`config.mk`:
```
export PLATFORM = sky130hd
export DESIGN_NAME = lcd_frame_duty_control
export DESIGN_NICKNAME = d
export VERILOG_FILES = /design/src/lcd_frame_duty_control.v /design/src/lcd_prescaler.v /design/src/lcd_frame_divider.v
export VERILOG_INCLUDE_DIRS = /design/src
export SDC_FILE = /design/constraint.sdc
export NUM_CORES = 1
export LEC_CHECK = 0
export BUFFER_PORTS_ARGS = -buffer_cell sky130_fd_sc_hd__buf_2
export CORE_ASPECT_RATIO = 0.6
export CORE_MARGIN = 1
export CORE_UTILIZATION = 50
export CTS_CLUSTER_SIZE = 28
export DETAILED_ROUTE_END_ITERATION = 10
export PLACE_DENSITY = 0.81
export REMOVE_ABC_BUFFERS = 1
export SLEW_MARGIN = 5
export SYNTH_ARGS = -nofsm -noshare
export SYNTH_HDL_FRONTEND = slang
export SYNTH_SLANG_ARGS = --single-unit
```
`constraint.sdc`:
```
create_clock -name ref_clk -period 9.65 [get_ports ref_clk]
set_clock_uncertainty 0.1 [all_clocks]
set_input_delay 0.4825 -clock ref_clk [delete_from_list [all_inputs] [get_ports ref_clk]]
set_output_delay 0.4825 -clock ref_clk [all_outputs]
set_load 0.02 [all_outputs]
```
`src/lcd_frame_regs.vh`:
```
// Register offsets, field positions, reset values and divisors for the LCD frame block
`ifndef LCD_FRAME_REGS_VH
`define LCD_FRAME_REGS_VH
`define ADDR_CLOCK_CONTROL     16'h50A2
`define ADDR_REGULATOR_CONTROL 16'h50A3
`define ADDR_INTERRUPT_MASK    16'h50A5
`define ADDR_INTERRUPT_FLAG    16'h50A6
`define ADDR_SOURCE_CONTROL    16'h50A8
`define ADDR_EVENT_STATUS      16'h50AA
`define ADDR_EVENT_CLEAR       16'h50AC
`define ADDR_EVENT_ENABLE      16'h50AE
`define FRAME_SEL_HI           7
`define FRAME_SEL_LO           6
`define FRAME_OUT_BIT          5
`define DUTY_HI                2
`define DUTY_LO                0
`define HEAVY_LOAD_BIT         4
`define REF_SEL_BIT            0
`define FRAME_IE_BIT           0
`define FRAME_SEL_RESET        2'h1
`define DUTY_RESET             3'h4
`define PREDIV_RESET           3'h0
`define DUTY_STATIC            3'h0
`define DUTY_HALF              3'h1
`define DUTY_THIRD             3'h2
`define DUTY_QUARTER           3'h3
`define DUTY_EIGHTH            3'h4
`define DIV_256                11'h100
`define DIV_512                11'h200
`define DIV_680                11'h2A8
`define DIV_1024               11'h400
`define DIV_252                11'h0FC
`define DIV_504                11'h1F8
`define DIV_681                11'h2A9
`define DIV_1008               11'h3F0
`endif

```
`src/lcd_frame_duty_control.v`:
```
// LCD frame rate, duty decode, regulator bits and frame interrupt
// What this block does
// Frame divisors 256, 512, 680, 1024; reset 512
// One-third duty uses 252, 504, 681, 1008
// High-speed source: predivided then frame divided
// Output enable drives frame onto pin
// Enable clear holds frame pin low
// Duty codes static..eighth, reset eighth
// Large package commons and segments per duty
// Small package segment counts per duty
// Heavy-load protect bit four, resets off
// Reference select bit zero, resets first
// Frame interrupt enable bit, resets off
// Flag set on frame rise, write-one clears
// Interrupt request when enabled and flagged
// Predivider 1/32 to 1/512 by code
// Reloading counter produces frame signal
//
// The address-and-strobe port was decided locally.
`default_nettype none
`include "lcd_frame_regs.vh"
module lcd_frame_duty_control #(
   parameter LARGE_PACKAGE = 1
) (
   input  wire        ref_clk,
   input  wire        reset_n,
   input  wire        clk_en,
   input  wire        low_speed_tick,
   input  wire        high_speed_tick,
   input  wire [15:0] addr,
   input  wire [7:0]  wdata,
   input  wire        wr_stb,
   input  wire        rd_stb,
   output reg  [7:0]  rdata,
   output wire        frame_signal_pin,
   output wire [7:0]  common_output_en,
   output wire [55:0] segment_output_en,
   output wire        heavy_load_protect,
   output wire        regulator_reference_select,
   output wire        frame_irq,
   output wire        event_irq
);
   reg  [1:0]  frame_sel_q;
   reg         frame_out_q;
   reg  [2:0]  duty_q;
   reg         heavy_q;
   reg         ref_sel_q;
   reg         frame_ie_q;
   reg         frame_if_q;
   reg         src_hs_q;
   reg  [2:0]  prediv_q;
   reg  [1:0]  ev_status_q;
   reg  [1:0]  ev_enable_q;
   reg  [10:0] divisor;
   reg  [7:0]  rdata_d;
   wire        hs_div_tick;
   wire        src_tick;
   wire        frame_q;
   wire        frame_rise;
   wire [1:0]  ev_set;
   wire        wr_clock = wr_stb && (addr == `ADDR_CLOCK_CONTROL);
   wire        wr_flag  = wr_stb && (addr == `ADDR_INTERRUPT_FLAG);
   wire        wr_evclr = wr_stb && (addr == `ADDR_EVENT_CLEAR);

   // Number of active commons for a duty code; reserved codes drive none
   function [3:0] commons_for;
      input [2:0] d;
      begin
         case (d)
            `DUTY_STATIC:  commons_for = 4'h1;
            `DUTY_HALF:    commons_for = 4'h2;
            `DUTY_THIRD:   commons_for = 4'h3;
            `DUTY_QUARTER: commons_for = 4'h4;
            `DUTY_EIGHTH:  commons_for = 4'h8;
            default:       commons_for = 4'h0;
         endcase
      end
   endfunction

   // Number of active segments for duty and package
   function [6:0] segments_for;
      input [2:0] d;
      begin
         if (d > `DUTY_EIGHTH)
            segments_for = 7'h00;
         else if (d == `DUTY_EIGHTH)
            segments_for = LARGE_PACKAGE ? 7'h34 : 7'h24;
         else
            segments_for = LARGE_PACKAGE ? 7'h38 : 7'h28;
      end
   endfunction

   // Divisor from frame select, with the one-third duty set of values
   always @* begin
      if (duty_q == `DUTY_THIRD) begin
         case (frame_sel_q)
            2'h0:    divisor = `DIV_252;
            2'h1:    divisor = `DIV_504;
            2'h2:    divisor = `DIV_681;
            default: divisor = `DIV_1008;
         endcase
      end else begin
         case (frame_sel_q)
            2'h0:    divisor = `DIV_256;
            2'h1:    divisor = `DIV_512;
            2'h2:    divisor = `DIV_680;
            default: divisor = `DIV_1024;
         endcase
      end
   end

   // Source tick: predivided high-speed clock or low-speed oscillator
   assign src_tick = src_hs_q ? hs_div_tick : low_speed_tick;

   lcd_prescaler u_prescaler (
      .ref_clk    (ref_clk),
      .reset_n    (reset_n),
      .clk_en     (clk_en),
      .hs_tick    (high_speed_tick),
      .prediv_sel (prediv_q),
      .tick_out   (hs_div_tick)
   );

   lcd_frame_divider u_divider (
      .ref_clk    (ref_clk),
      .reset_n    (reset_n),
      .clk_en     (clk_en),
      .src_tick   (src_tick),
      .divisor    (divisor),
      .frame_q    (frame_q),
      .frame_rise (frame_rise)
   );

   // Pin is low whenever output is disabled
   assign frame_signal_pin = frame_out_q & frame_q;

   // Common and segment enables, one per output
   genvar gi;
   generate
      for (gi = 0; gi < 8; gi = gi + 1) begin : g_com
         assign common_output_en[gi] = (gi < commons_for(duty_q));
      end
      for (gi = 0; gi < 56; gi = gi + 1) begin : g_seg
         assign segment_output_en[gi] = (gi < segments_for(duty_q));
      end
   endgenerate

   assign heavy_load_protect         = heavy_q;
   assign regulator_reference_select = ref_sel_q;
   assign frame_irq                  = frame_ie_q & frame_if_q;

   // Events: bit0 frame rise, bit1 reserved duty code written
   assign ev_set    = {wr_clock && (wdata[`DUTY_HI:`DUTY_LO] > `DUTY_EIGHTH), frame_rise};
   assign event_irq = |(ev_status_q & ev_enable_q);

   // Register writes; hardware set wins over software clear
   always @(posedge ref_clk or negedge reset_n) begin
      if (!reset_n) begin
         frame_sel_q <= `FRAME_SEL_RESET;
         frame_out_q <= 1'b0;
         duty_q      <= `DUTY_RESET;
         heavy_q     <= 1'b0;
         ref_sel_q   <= 1'b0;
         frame_ie_q  <= 1'b0;
         frame_if_q  <= 1'b0;
         src_hs_q    <= 1'b0;
         prediv_q    <= `PREDIV_RESET;
         ev_status_q <= 2'h0;
         ev_enable_q <= 2'h0;
      end else if (clk_en) begin
         if (wr_clock) begin
            frame_sel_q <= wdata[`FRAME_SEL_HI:`FRAME_SEL_LO];
            frame_out_q <= wdata[`FRAME_OUT_BIT];
            duty_q      <= wdata[`DUTY_HI:`DUTY_LO];
         end
         if (wr_stb && addr == `ADDR_REGULATOR_CONTROL) begin
            heavy_q   <= wdata[`HEAVY_LOAD_BIT];
            ref_sel_q <= wdata[`REF_SEL_BIT];
         end
         if (wr_stb && addr == `ADDR_INTERRUPT_MASK)
            frame_ie_q <= wdata[`FRAME_IE_BIT];
         if (wr_stb && addr == `ADDR_SOURCE_CONTROL) begin
            src_hs_q <= wdata[3];
            prediv_q <= wdata[2:0];
         end
         if (wr_stb && addr == `ADDR_EVENT_ENABLE)
            ev_enable_q <= wdata[1:0];
         // Set has priority so a rise during the clear is kept
         if (frame_rise)
            frame_if_q <= 1'b1;
         else if (wr_flag && wdata[0])
            frame_if_q <= 1'b0;
         ev_status_q <= ev_set | (ev_status_q & ~(wr_evclr ? wdata[1:0] : 2'h0));
      end
   end

   // Read mux; unmapped addresses read zero
   always @* begin
      rdata_d = 8'h00;
      case (addr)
         `ADDR_CLOCK_CONTROL:     rdata_d = {frame_sel_q, frame_out_q, 2'h0, duty_q};
         `ADDR_REGULATOR_CONTROL: rdata_d = {3'h0, heavy_q, 3'h0, ref_sel_q};
         `ADDR_INTERRUPT_MASK:    rdata_d = {7'h00, frame_ie_q};
         `ADDR_INTERRUPT_FLAG:    rdata_d = {7'h00, frame_if_q};
         `ADDR_SOURCE_CONTROL:    rdata_d = {4'h0, src_hs_q, prediv_q};
         `ADDR_EVENT_STATUS:      rdata_d = {6'h00, ev_status_q};
         `ADDR_EVENT_ENABLE:      rdata_d = {6'h00, ev_enable_q};
         default:                 rdata_d = 8'h00;
      endcase
   end

   // Read data stands after the strobe until the next enabled cycle without it
   always @(posedge ref_clk or negedge reset_n) begin
      if (!reset_n)
         rdata <= 8'h00;
      else if (clk_en)
         rdata <= rd_stb ? rdata_d : 8'h00;
   end
endmodule
`default_nettype wire

```
`src/lcd_prescaler.v`:
```
// High-speed clock predivider producing source-clock enable ticks
`default_nettype none
module lcd_prescaler (
   input  wire       ref_clk,
   input  wire       reset_n,
   input  wire       clk_en,
   input  wire       hs_tick,
   input  wire [2:0] prediv_sel,
   output reg        tick_out
);
   reg  [8:0] count_q;
   reg  [8:0] limit;

   // Divide by 32..512; reserved codes fall back to 1/512
   always @* begin
      case (prediv_sel)
         3'h0:    limit = 9'h01F;
         3'h1:    limit = 9'h03F;
         3'h2:    limit = 9'h07F;
         3'h3:    limit = 9'h0FF;
         default: limit = 9'h1FF;
      endcase
   end

   // Counts high-speed ticks, one output tick per period
   always @(posedge ref_clk or negedge reset_n) begin
      if (!reset_n) begin
         count_q  <= 9'h000;
         tick_out <= 1'b0;
      end else if (clk_en) begin
         tick_out <= 1'b0;
         if (hs_tick) begin
            if (count_q >= limit) begin
               count_q  <= 9'h000;
               tick_out <= 1'b1;
            end else begin
               count_q <= count_q + 9'h001;
            end
         end
      end
   end
endmodule
`default_nettype wire

```
`src/lcd_frame_divider.v`:
```
// Frame divider: reloading counter that toggles the frame signal
`default_nettype none
module lcd_frame_divider (
   input  wire        ref_clk,
   input  wire        reset_n,
   input  wire        clk_en,
   input  wire        src_tick,
   input  wire [10:0] divisor,
   output reg         frame_q,
   output reg         frame_rise
);
   reg  [10:0] count_q;
   wire [10:0] half = {1'b0, divisor[10:1]};

   // High for first half of the period, low for the rest; one rise per period
   always @(posedge ref_clk or negedge reset_n) begin
      if (!reset_n) begin
         count_q    <= 11'h000;
         frame_q    <= 1'b0;
         frame_rise <= 1'b0;
      end else if (clk_en) begin
         frame_rise <= 1'b0;
         if (src_tick) begin
            if (count_q >= divisor - 11'h001) begin
               count_q    <= 11'h000;
               frame_q    <= 1'b1;
               frame_rise <= 1'b1;
            end else begin
               count_q <= count_q + 11'h001;
               if (count_q + 11'h001 == half) begin
                  frame_q <= 1'b0;
               end
            end
         end
      end
   end
endmodule
`default_nettype wire

```
==> flow_summary.json, run 1 <==
{
  "dieWidth_um": 113,
  "first_global_vias": 2721,
  "drc_errors": 0,
  "avgSynthCellArea_um2": 8.83,
  "max_cap_viol_count": 0,
  "cts_resized": 0,
  "setup_viol": 0,
  "ios": 108,
  "setup.worst_path.end": "u_divider.count_q[0]",
  "synthArstFlopShare_pct": 100,
  "wl_um": 8410,
  "worstSetupPathType": "reg -> reg",
  "arrival_ps": 3690,
  "stdcell_area_mm2": 0.00405,
  "postSynthCellCount": 415,
  "r2r-start": "duty_q[1]",
  "powerDensity_mw_per_mm2": 141,
  "drt_iter0_markers": 257,
  "post-route-period-util_pct": 36.9,
  "r2r_slack_ps": 6090,
  "hold_viol": 0,
  "drv_slew": 0,
  "post_drt_wl_per_cell_um": 15.4,
  "seq_power_share_pct": 44.4,
  "power_w": 0.000570,
  "htreeDepth": 2,
  "cts_buffers": 5,
  "grt_max_degree": 53,
  "critPathLaunch": "duty_q[1]",
  "postCtsSetupBuffers": 0,
  "ys_seq_area_share_pct": 33.5,
  "ctsRootBufferMaster": "clkbuf_16",
  "regArea_mm2": 0.00123,
  "synthDistinctLibCells": 51,
  "synth_edf_count": 0,
  "viasPerCell": 5.61,
  "crit_required_ps": 9770,
  "dieArea_mm2": 0.00769,
  "rr_worst_depth": 13,
  "peakVddDrop_mv": 0.101,
  "cp-end-kind": "register",
  "ant_nets": 0,
  "hp-class": "in -> async",
  "fin_util_pct": 58.8,
  "start_util_pct": 53.3,
  "internal-power_w": 0.000415,
  "fp.dieH_um": 68.3,
  "io_buffers": 107,
  "postCtsHoldBufs": 0,
  "dp_cells": 540,
  "vias": 3073,
  "min_period_ps": 3560,
  "relSlewSlack_pct": 46.8,
  "grt_first_pass_wirelength_um": 13500,
  "nets": 513,
  "status": "complete, no violations",
  "synth_warnings": 0,
  "dpl-instance-area_mm2": 0.00385,
  "rr_endpoint": "u_divider.count_q[0]",
  "gp_congestion": 0.898,
  "core_area_mm2": 0.00688,
  "grt-ovfl-total": 0,
  "clk_pin_slew_ps": 70,
  "cp-start-kind": "register",
  "hpwl_um": 6480,
  "num_rows": 23,
  "netlist_area_mm2": 0.00367,
  "antenna_found_initial": 0,
  "switching_share_pct": 27.2,
  "multiInputGateArea_mm2": 0.00189,
  "cts_sinks": 49,
  "p_sw_w": 0.000155,
  "cts_max_path_buffers": 2,
  "drive_above_1_share_pct": 30.8,
  "clock_latency_ps": 280,
  "tritoncts": "done",
  "drtPass1Iterations": 4,
  "layout.cells.non_filler": 548,
  "combPwrFrac_pct": 16.3,
  "n_fill_cell": 583,
  "synth-seq-cells": 49,
  "grt_usage_pct": 22.5,
  "rsz0062_at_grt": "no",
  "area_delta_synth_final_pct": 10.4,
  "p_leak_nw": 1.92,
  "synthFlopType": "dfrtp_1",
  "antenna_cells": 0,
  "max_freq_mhz": 281,
  "tightest_slew_ps": 795,
  "crit_fanout": 15,
  "fin_setup_tns_ps": 0,
  "clkPwrFrac_pct": 39.3
}
[power by group through the flow]
| stage | Combinational (W) | Sequential [W] | Clock (W) |
|---|---|---|---|
| after global routing | 0.000104 | 0.000256 | 0.000236 |
| final | 0.0000929 | 0.000253 | 0.000224 |
| after global placement | 0.0000899 | 0.000254 | 0 |
| after detailed placement | 0.0000917 | 0.000256 | 0 |
| after CTS | 0.0000921 | 0.000252 | 0.000227 |
| after floorplan | 0.0000620 | 0.000247 | 0 |
[registers in the layout, indices dropped and copies added (netlist names)]
name	count
rdata	8
duty_q	3
heavy_load_protect	1
u_divider.frame_rise	1
prediv_q	3
u_prescaler.count_q	9
ev_enable_q	2
u_divider.count_q	11
frame_sel_q	2
regulator_reference_select	1
frame_if_q	1
u_prescaler.tick_out	1
frame_out_q	1
frame_ie_q	1
ev_status_q	2
u_divider.frame_q	1
src_hs_q	1
[cell families after synthesis]
| logic type | after synthesis | share of synthesized area (%) |
|---|---|---|
| simple gates | 131 | 19.1 |
| buf+inv | 91 | 15.2 |
| compound gates | 88 | 14.7 |
| flops | 49 | 33.5 |
| fa+ha+maj | 22 | 7.51 |
| mux | 19 | 6.11 |
| xor+xnor | 15 | 3.96 |
[per-layer routing]
layer / global-route usage, % / part of all wire [%]
met5: 0 / 0
met4: 4.00 / 0.44
met3: 4.69 / 6.3
met2: 35.8 / 44
met1: 32.1 / 49
[cell usage after synthesis, types with 2 or more instances]
| cell | instances | area [um^2] |
|---|---|---|
| buf_4 | 54 | 405 |
| dfrtp_1 | 47 | 1180 |
| o21ai_0 | 34 | 170 |
| nand2_1 | 33 | 124 |
| ha_1 | 22 | 275 |
| a21oi_1 | 20 | 100 |
| inv_1 | 20 | 75.1 |
| nor2_1 | 18 | 67.6 |
| mux2_2 | 14 | 158 |
| nor3_1 | 14 | 70.1 |
| a22o_1 | 13 | 114 |
| clkbuf_1 | 13 | 48.8 |
| nand3_1 | 11 | 55.1 |
| xnor2_1 | 11 | 96.3 |
| nand4_1 | 9 | 56.3 |
| and2_1 | 8 | 50.1 |
| a21o_1 | 7 | 52.6 |
| nor2b_1 | 7 | 43.8 |
| and3_1 | 6 | 37.5 |
| nor4b_1 | 4 | 35.0 |
| or2_2 | 4 | 25.0 |
| a31oi_1 | 3 | 18.8 |
| mux2i_1 | 3 | 30.0 |
| o22ai_1 | 3 | 18.8 |
| xor2_1 | 3 | 26.3 |
| a22oi_1 | 2 | 15.0 |
| and4_1 | 2 | 17.5 |
| buf_2 | 2 | 10.0 |
| dfstp_2 | 2 | 52.6 |
| nand2b_1 | 2 | 12.5 |
| nor3b_1 | 2 | 15.0 |
| nor4bb_1 | 2 | 20.0 |
| or3_1 | 2 | 12.5 |
[cell usage in the layout (no fill, tap or decap), types with 3 or more instances in the layout]
cell       synthesis  routed
buf_2              2     107
dfrtp_1           47      47
nand2_1           33      33
o21ai_0           34      33
ha_1              22      22
inv_1             20      20
a21oi_1           20      20
nor2_1            18      18
nor3_1            14      14
mux2_2            14      14
a22o_1            13      13
xnor2_1           11      11
nand3_1           11      11
nand4_1            9       9
and2_1             8       8
nor2b_1            7       7
a21o_1             7       7
and3_1             6       6
clkbuf_16          0       5
or2_2              4       4
nor4b_1            4       4
xor2_1             3       3
mux2i_1            3       3
a31oi_1            3       3
o22ai_1            3       3
[area by class of cell]
| cell class | instances | share of cell area [%] |
|---|---|---|
| flip-flops and latches | 49 | 30.4 |
| clock buffers | 5 | 3.09 |
| clock inverters | 3 | 1.61 |
| repair buffers | 109 | 13.6 |
| inverters | 20 | 1.86 |
| well taps | 87 | 2.69 |
| multi-input cells | 275 | 46.8 |
[per-stage QoR]
stage | setup slack, ps | hold WS, ps
floorplan | -12700 | 86.9
global placement | 6330 | 392
detailed placement | 6140 | 402
CTS | 6120 | 221
global route | 5770 | 264
finish | 6090 | 185
[worst max-delay path, cell delays in order (launching register included)]
cell and delay [ps]:
dfrtp_1 570, or3b_1 500, a21oi_1 350, ha_1 210, o21ai_0 80, nand2_1 100
xnor2_1 120, ha_1 270, a21o_1 180, a21oi_1 120, o21ai_0 100, buf_4 190
nor2_1 370, mux2_2 240
[worst min-delay path by stage]
stage / to / depth (start not counted) / slack, ps
final: rdata[3] / 2 / 180
after global routing: heavy_load_protect / 2 / 260
after floorplan: duty_q[0] / 0 / 90
after CTS: heavy_load_protect / 2 / 220
after detailed placement: rdata[5] / 2 / 400
after global placement: rdata[5] / 2 / 390
Power figures use the tool's default switching activity.
==> inputs of run 2 (changes only) <==
--- a/config.mk
+++ b/config.mk
@@ -6,13 +6,14 @@
 export SDC_FILE = /design/constraint.sdc
 export NUM_CORES = 1
 export LEC_CHECK = 0
+export ABC_AREA = 1
 export BUFFER_PORTS_ARGS = -buffer_cell sky130_fd_sc_hd__buf_2
 export CORE_ASPECT_RATIO = 0.6
 export CORE_MARGIN = 1
-export CORE_UTILIZATION = 50
+export CORE_UTILIZATION = 48
 export CTS_CLUSTER_SIZE = 28
 export DETAILED_ROUTE_END_ITERATION = 10
-export PLACE_DENSITY = 0.81
+export PLACE_DENSITY = 0.8
 export REMOVE_ABC_BUFFERS = 1
 export SLEW_MARGIN = 5
 export SYNTH_ARGS = -nofsm -noshare
==> constraint.sdc (replaced) <==
create_clock -name ref_clk -period 3.06 [get_ports ref_clk]
set_clock_uncertainty 0.1 [all_clocks]
set_input_delay 0.153 -clock ref_clk [delete_from_list [all_inputs] [get_ports ref_clk]]
set_output_delay 0.153 -clock ref_clk [all_outputs]
set_load 0.02 [all_outputs]
==> flow_summary.json, run 2 <==
{
  "path_buf_inv": 1,
  "post_drt_wl_per_cell_um": 13.9,
  "postSynthCellCount": 550,
  "combPwrFrac_pct": 24.6,
  "cp.depth": 15,
  "cts_buffers": 5,
  "dieArea_mm2": 0.00844,
  "path_common_cell": "nand2_1",
  "cts_max_path_buffers": 2,
  "io_buffers": 107,
  "netlist_top_cells_count": "138 x nand2_1, 65 x nor2_1, 57 x inv_1, 54 x buf_4, 52 x nand3_1",
  "powerDensity_mw_per_mm2": 427,
  "drv_slew": 0,
  "setup_viol": 0,
  "clkPwrFrac_pct": 30.6,
  "drive_above_1_share_pct": 25.0,
  "post-route-period-util_pct": 92.8,
  "grt-ovfl-total": 0,
  "synth-seq-cells": 49,
  "core_area_mm2": 0.00754,
  "status": "complete, no violations",
  "synthFlopType": "dfrtp_1",
  "cp-start-kind": "register",
  "relSlewSlack_pct": 40.8,
  "cp-end-kind": "register",
  "dp_cells": 705,
  "area_delta_synth_final_pct": 12.0,
  "peakVddDrop_mv": 0.304,
  "most-common-layout-cells": "138 x nand2_1, 107 x buf_2, 64 x nor2_1",
  "power_w": 0.00185,
  "htreeDepth": 2,
  "netlist_area_mm2": 0.00387,
  "worstSetupPathType": "reg -> reg",
  "largest_registers": "u_divider.count_q: 11 flops, u_prescaler.count_q: 9 flops, rdata: 8 flops",
  "fp.dieH_um": 71.6,
  "vias": 3725,
  "critPathLaunch": "frame_sel_q[1]",
  "yosys.cell_count.top_type": "nand2_1",
  "fin_util_pct": 57.5,
  "wl_um": 9980,
  "min_from": "wdata[4]",
  "avgSynthCellArea_um2": 7.04,
  "cp_top_family": "simple AND/OR/NAND/NOR gates",
  "crit_required_ps": 3140,
  "rsz0062_at_grt": "no",
  "holdPathEnd": "heavy_load_protect",
  "r2r-start": "frame_sel_q[1]",
  "nets": 664,
  "cpMaxStageDelayCell": "or3_1",
  "p_leak_nw": 2.33,
  "cts_sinks": 49,
  "antenna_found_initial": 0,
  "ant_nets": 0,
  "internal-power_w": 0.00122,
  "rr_endpoint": "u_divider.count_q[2]",
  "crit_fanout": 9,
  "gp_congestion": 0.966,
  "regMostFlops": "u_divider.count_q",
  "largest_register_ff_count": 11,
  "grt_usage_pct": 24.5,
  "drc_errors": 0,
  "cpPeakStageDelay_ps": 440,
  "synthDistinctLibCells": 39,
  "r2r_slack_ps": 220,
  "n_fill_cell": 706,
  "tritoncts": "done",
  "synth_warnings": 0,
  "tightest_slew_ps": 888,
  "synthTopCellsByArea": "dfrtp_1 30%, nand2_1 13%, buf_4 10%",
  "drtPass1Iterations": 5,
  "hpwl_um": 7890,
  "hp-class": "in -> reg",
  "first_global_vias": 3395,
  "viasPerCell": 5.20,
  "grt_max_degree": 40,
  "yosysTopAreaCell": "dfrtp_1",
  "drt_iter0_markers": 319,
  "layout.cells.non_filler": 716,
  "ctsRootBufferMaster": "clkbuf_16",
  "seq_power_share_pct": 44.8,
  "max_freq_mhz": 352,
  "synth_top_cell_area_share_pct": 30.4,
  "max_cap_viol_count": 0,
  "clock_latency_ps": 290,
  "synth_edf_count": 0,
  "crit_path_cell_trace": "inv_2, ha_1, or2_2, o21ai_2, ha_1, nand2_1, nand2_1, xnor2_1, ha_1, nand3_1, or3_1, nand2_4, nor2_4, nand2_1, nand2_1",
  "ys_seq_area_share_pct": 31.7,
  "p_sw_w": 0.000633,
  "start_util_pct": 51.4,
  "hold_depth": 3,
  "switching_share_pct": 34.2,
  "arrival_ps": 2910,
  "min_period_ps": 2840,
  "layout_commonest_cell": "nand2_1",
  "ios": 108,
  "num_rows": 24,
  "rr_worst_depth": 15,
  "clk_pin_slew_ps": 70,
  "dieWidth_um": 118,
  "antenna_cells": 0,
  "grt_first_pass_wirelength_um": 16300,
  "synthArstFlopShare_pct": 100,
  "hold_viol": 0
}
[run 2: logic make-up after synthesis]
kind of cell	synth area share (%)
AND/OR/NAND/NOR	34.6
adder cells (fa/ha/maj)	7.11
multiplexers	0.549
buffers and inverters	17.5
flip-flops	31.7
AO/OA/AOI/OAI	6.72
XOR/XNOR	1.81
[run 2: through the flow]
step / hold WS, ps / cell area [um^2] / setup WS, ps / setup TNS, ps
floorplan: -243 / 3450 / -4260 / -221630
global placement: 202 / 4130 / 138 / 0
detailed placement: 224 / 4130 / 69.9 / 0
CTS: 10.4 / 4290 / 39.7 / 0
global route: 25.1 / 4340 / 3.42 / 0
finish: 11.1 / 4340 / 221 / 0
[run 2: timing repair]
item,in CTS,in global routing
resized for setup,0,9
setup endpoints to repair,0,12
hold endpoints to repair,36,0
buffers inserted,0,2
hold buffers,1,0
[run 2: worst reg2reg max path, delay by kind of cell, from the launching register on]
family	cells	cell delay [ps]
xor gates and xnor gates	1	80
DFF	1	380
buffers and inverters	1	80
and+or+nand+nor	9	1290
adders and majority gates	3	640
AOI/OAI and AO/OA	1	160
[run 2: worst max path at each step]
| stage | endpoint | slack [ps] |
|---|---|---|
| global placement | u_divider.count_q[2] | 140 |
| floorplan | segment_output_en[0] | -4260 |
| CTS | u_divider.count_q[2] | 40 |
| global route | u_divider.count_q[2] | 3 |
| finish | u_divider.count_q[2] | 220 |
| detailed placement | u_divider.count_q[1] | 70 |
[run 2: area by class of cell]
| class | count | area (um^2) | area share (%) |
|---|---|---|---|
| clock buffer | 7 | 143 | 3.29 |
| clock inverter | 1 | 7.51 | 0.173 |
| inverter | 67 | 254 | 5.86 |
| multi-input combinational | 376 | 2000 | 46.1 |
| sequential | 49 | 1230 | 28.3 |
| tap | 104 | 130 | 3.00 |
| timing repair buffer | 112 | 576 | 13.3 |
[run 2: power groups by stage]
stage          logic (W)  registers [W]  clock network [W]
2_1_floorplan   0.000312       0.000809                  0
3_3_place_gp    0.000425       0.000838                  0
3_5_place_dp    0.000439       0.000837                  0
4_1_cts         0.000447       0.000827           0.000578
5_1_grt         0.000520       0.000843           0.000600
6_report        0.000455       0.000830           0.000566
[run 2: per-layer routing]
metal	routed length (um)	track usage, %	up-vias
li1	-	-	1842
met1	4740	35.4	1686
met2	4090	37.4	190
met3	1080	6.77	7
met4	64	3.70	0
met5	0	0	-
==> inputs of run 3 (changes only) <==
--- a/config.mk
+++ b/config.mk
@@ -10,10 +10,11 @@
 export BUFFER_PORTS_ARGS = -buffer_cell sky130_fd_sc_hd__buf_2
 export CORE_ASPECT_RATIO = 0.6
 export CORE_MARGIN = 1
-export CORE_UTILIZATION = 48
+export CORE_UTILIZATION = 49
+export CTS_BUF_LIST = sky130_fd_sc_hd__clkbuf_8
 export CTS_CLUSTER_SIZE = 28
 export DETAILED_ROUTE_END_ITERATION = 10
-export PLACE_DENSITY = 0.8
+export PLACE_DENSITY = 0.82
 export REMOVE_ABC_BUFFERS = 1
 export SLEW_MARGIN = 5
 export SYNTH_ARGS = -nofsm -noshare
==> flow_summary.json, run 3 (same netlist as run 2, synthesis figures left out) <==
{
  "status": "complete, no violations",
  "cp-start-kind": "register",
  "grt_first_pass_wirelength_um": 16000,
  "hp-class": "in -> reg",
  "drc_errors": 0,
  "drt_iter0_markers": 250,
  "io_buffers": 107,
  "dieArea_mm2": 0.00827,
  "tightest_slew_ps": 870,
  "post_drt_wl_per_cell_um": 14.2,
  "relSlewSlack_pct": 42.0,
  "cts_buffers": 5,
  "cp-end-kind": "register",
  "ctsRootBufferMaster": "clkbuf_8",
  "first_global_vias": 3302,
  "clock_latency_ps": 320,
  "fin_setup_tns_ps": 0,
  "grt_usage_pct": 25.4,
  "largest_register_ff_count": 11,
  "crit_required_ps": 3230,
  "ios": 108,
  "peakVddDrop_mv": 0.189,
  "ant_nets": 0,
  "htreeDepth": 2,
  "max_cap_viol_count": 0,
  "n_fill_cell": 718,
  "gp_congestion": 0.974,
  "dieWidth_um": 117,
  "tritoncts": "done",
  "hold_depth": 3,
  "antenna_found_initial": 0,
  "layout_commonest_cell": "nand2_1",
  "hpwl_um": 7980,
  "antenna_cells": 0,
  "drtPass1Iterations": 7,
  "post-route-period-util_pct": 94.6,
  "setup_viol": 0,
  "min_period_ps": 2900,
  "core_area_mm2": 0.00745,
  "place_ws_ps": 2.51,
  "fp.dieH_um": 70.9,
  "hold_viol": 0,
  "crit_fanout": 9,
  "most-common-layout-cells": "138 x nand2_1, 107 x buf_2, 64 x nor2_1",
  "p_leak_nw": 2.33,
  "vias": 3712,
  "wl_um": 10200,
  "nets": 665,
  "powerDensity_mw_per_mm2": 416,
  "arrival_ps": 3070,
  "grt_max_degree": 53,
  "rr_worst_depth": 16,
  "regMostFlops": "u_divider.count_q",
  "setup_ws_ps": 164,
  "num_rows": 24,
  "area_delta_synth_final_pct": 11.3,
  "largest_registers": "u_divider.count_q: 11 flops, u_prescaler.count_q: 9 flops, rdata: 8 flops",
  "max_freq_mhz": 345,
  "drive_above_1_share_pct": 24.8,
  "cts_sinks": 49,
  "worstSetupPathType": "reg -> reg",
  "grt-ovfl-total": 0,
  "viasPerCell": 5.18,
  "drv_slew": 0,
  "clk_pin_slew_ps": 100,
  "start_util_pct": 52.0,
  "cts_max_path_buffers": 2
}
run 3: power by group:
part           switching, W  leakage (nW)  internal [W]  total, W
combinational      0.000294          1.63      0.000166  0.000460
clock              0.000236        0.0626      0.000264  0.000500
sequential         0.000105         0.637      0.000727  0.000832
total              0.000635          2.33       0.00116   0.00179
run 3: area by class of cell:
| cell class | instances | area, um^2 | area share (%) |
|---|---|---|---|
| Inverter | 67 | 254 | 5.89 |
| Multi-Input combinational cell | 376 | 1990 | 46.2 |
| Sequential cell | 49 | 1230 | 28.5 |
| Timing Repair Buffer | 113 | 588 | 13.6 |
| Clock inverter | 2 | 33.8 | 0.784 |
| Tap cell | 104 | 130 | 3.02 |
| Clock buffer | 6 | 82.6 | 1.92 |
run 3: per-stage QoR:
stage                     area [um^2]  total power (W)  utilization (%)  hold WS, ps  cells
final                            4310          0.00179             57.9         14.8    717
after CTS                        4280          0.00179             57.4         11.4    716
after floorplan                  3450          0.00112                -         -243    492
after global placement           4130          0.00127             55.4          193    705
after detailed placement         4130          0.00129             55.4          226    705
after global routing             4310          0.00190             57.9         15.0    717
run 3: worst paths after layout:
kind                                         to  slack [ps]                 start
min in group asynchronous  u_divider.count_q[3]         370               reset_n
setup / recovery           u_divider.count_q[2]         160        frame_sel_q[1]
max in group asynchronous        frame_sel_q[0]        1690               reset_n
hold reg to reg            u_divider.frame_rise         400  u_divider.frame_rise
hold / removal                   ev_enable_q[1]          10              wdata[1]
setup reg to reg           u_divider.count_q[2]         160        frame_sel_q[1]
run 3: critical path: stages, from the launching register on:
cell,delay [ps]
dfrtp_1,410
inv_2,80
ha_1,180
or2_2,320
o21ai_2,170
ha_1,170
nand2_1,50
nand2_1,80
xnor2_1,130
ha_1,270
a21o_1,180
a21oi_1,140
and3_4,220
nand2_4,100
nor2_2,130
nand2_1,60
nand2_1,60
run 3: metal layers:
metal	global-route usage, %	vias up	share of wire, %
li1	-	1849	-
met1	36.9	1667	46
met2	36.2	178	41
met3	7.88	18	11
met4	7.31	0	1.7
met5	0	-	0
run 3: what timing repair did:
item,in CTS,in global routing
gates resized for setup,1,7
endpoints found under the setup margin,2,12
pin swaps,0,1
setup buffers,0,1
gates cloned,0,0
hold buffers,3,0
hold endpoints to repair,37,0
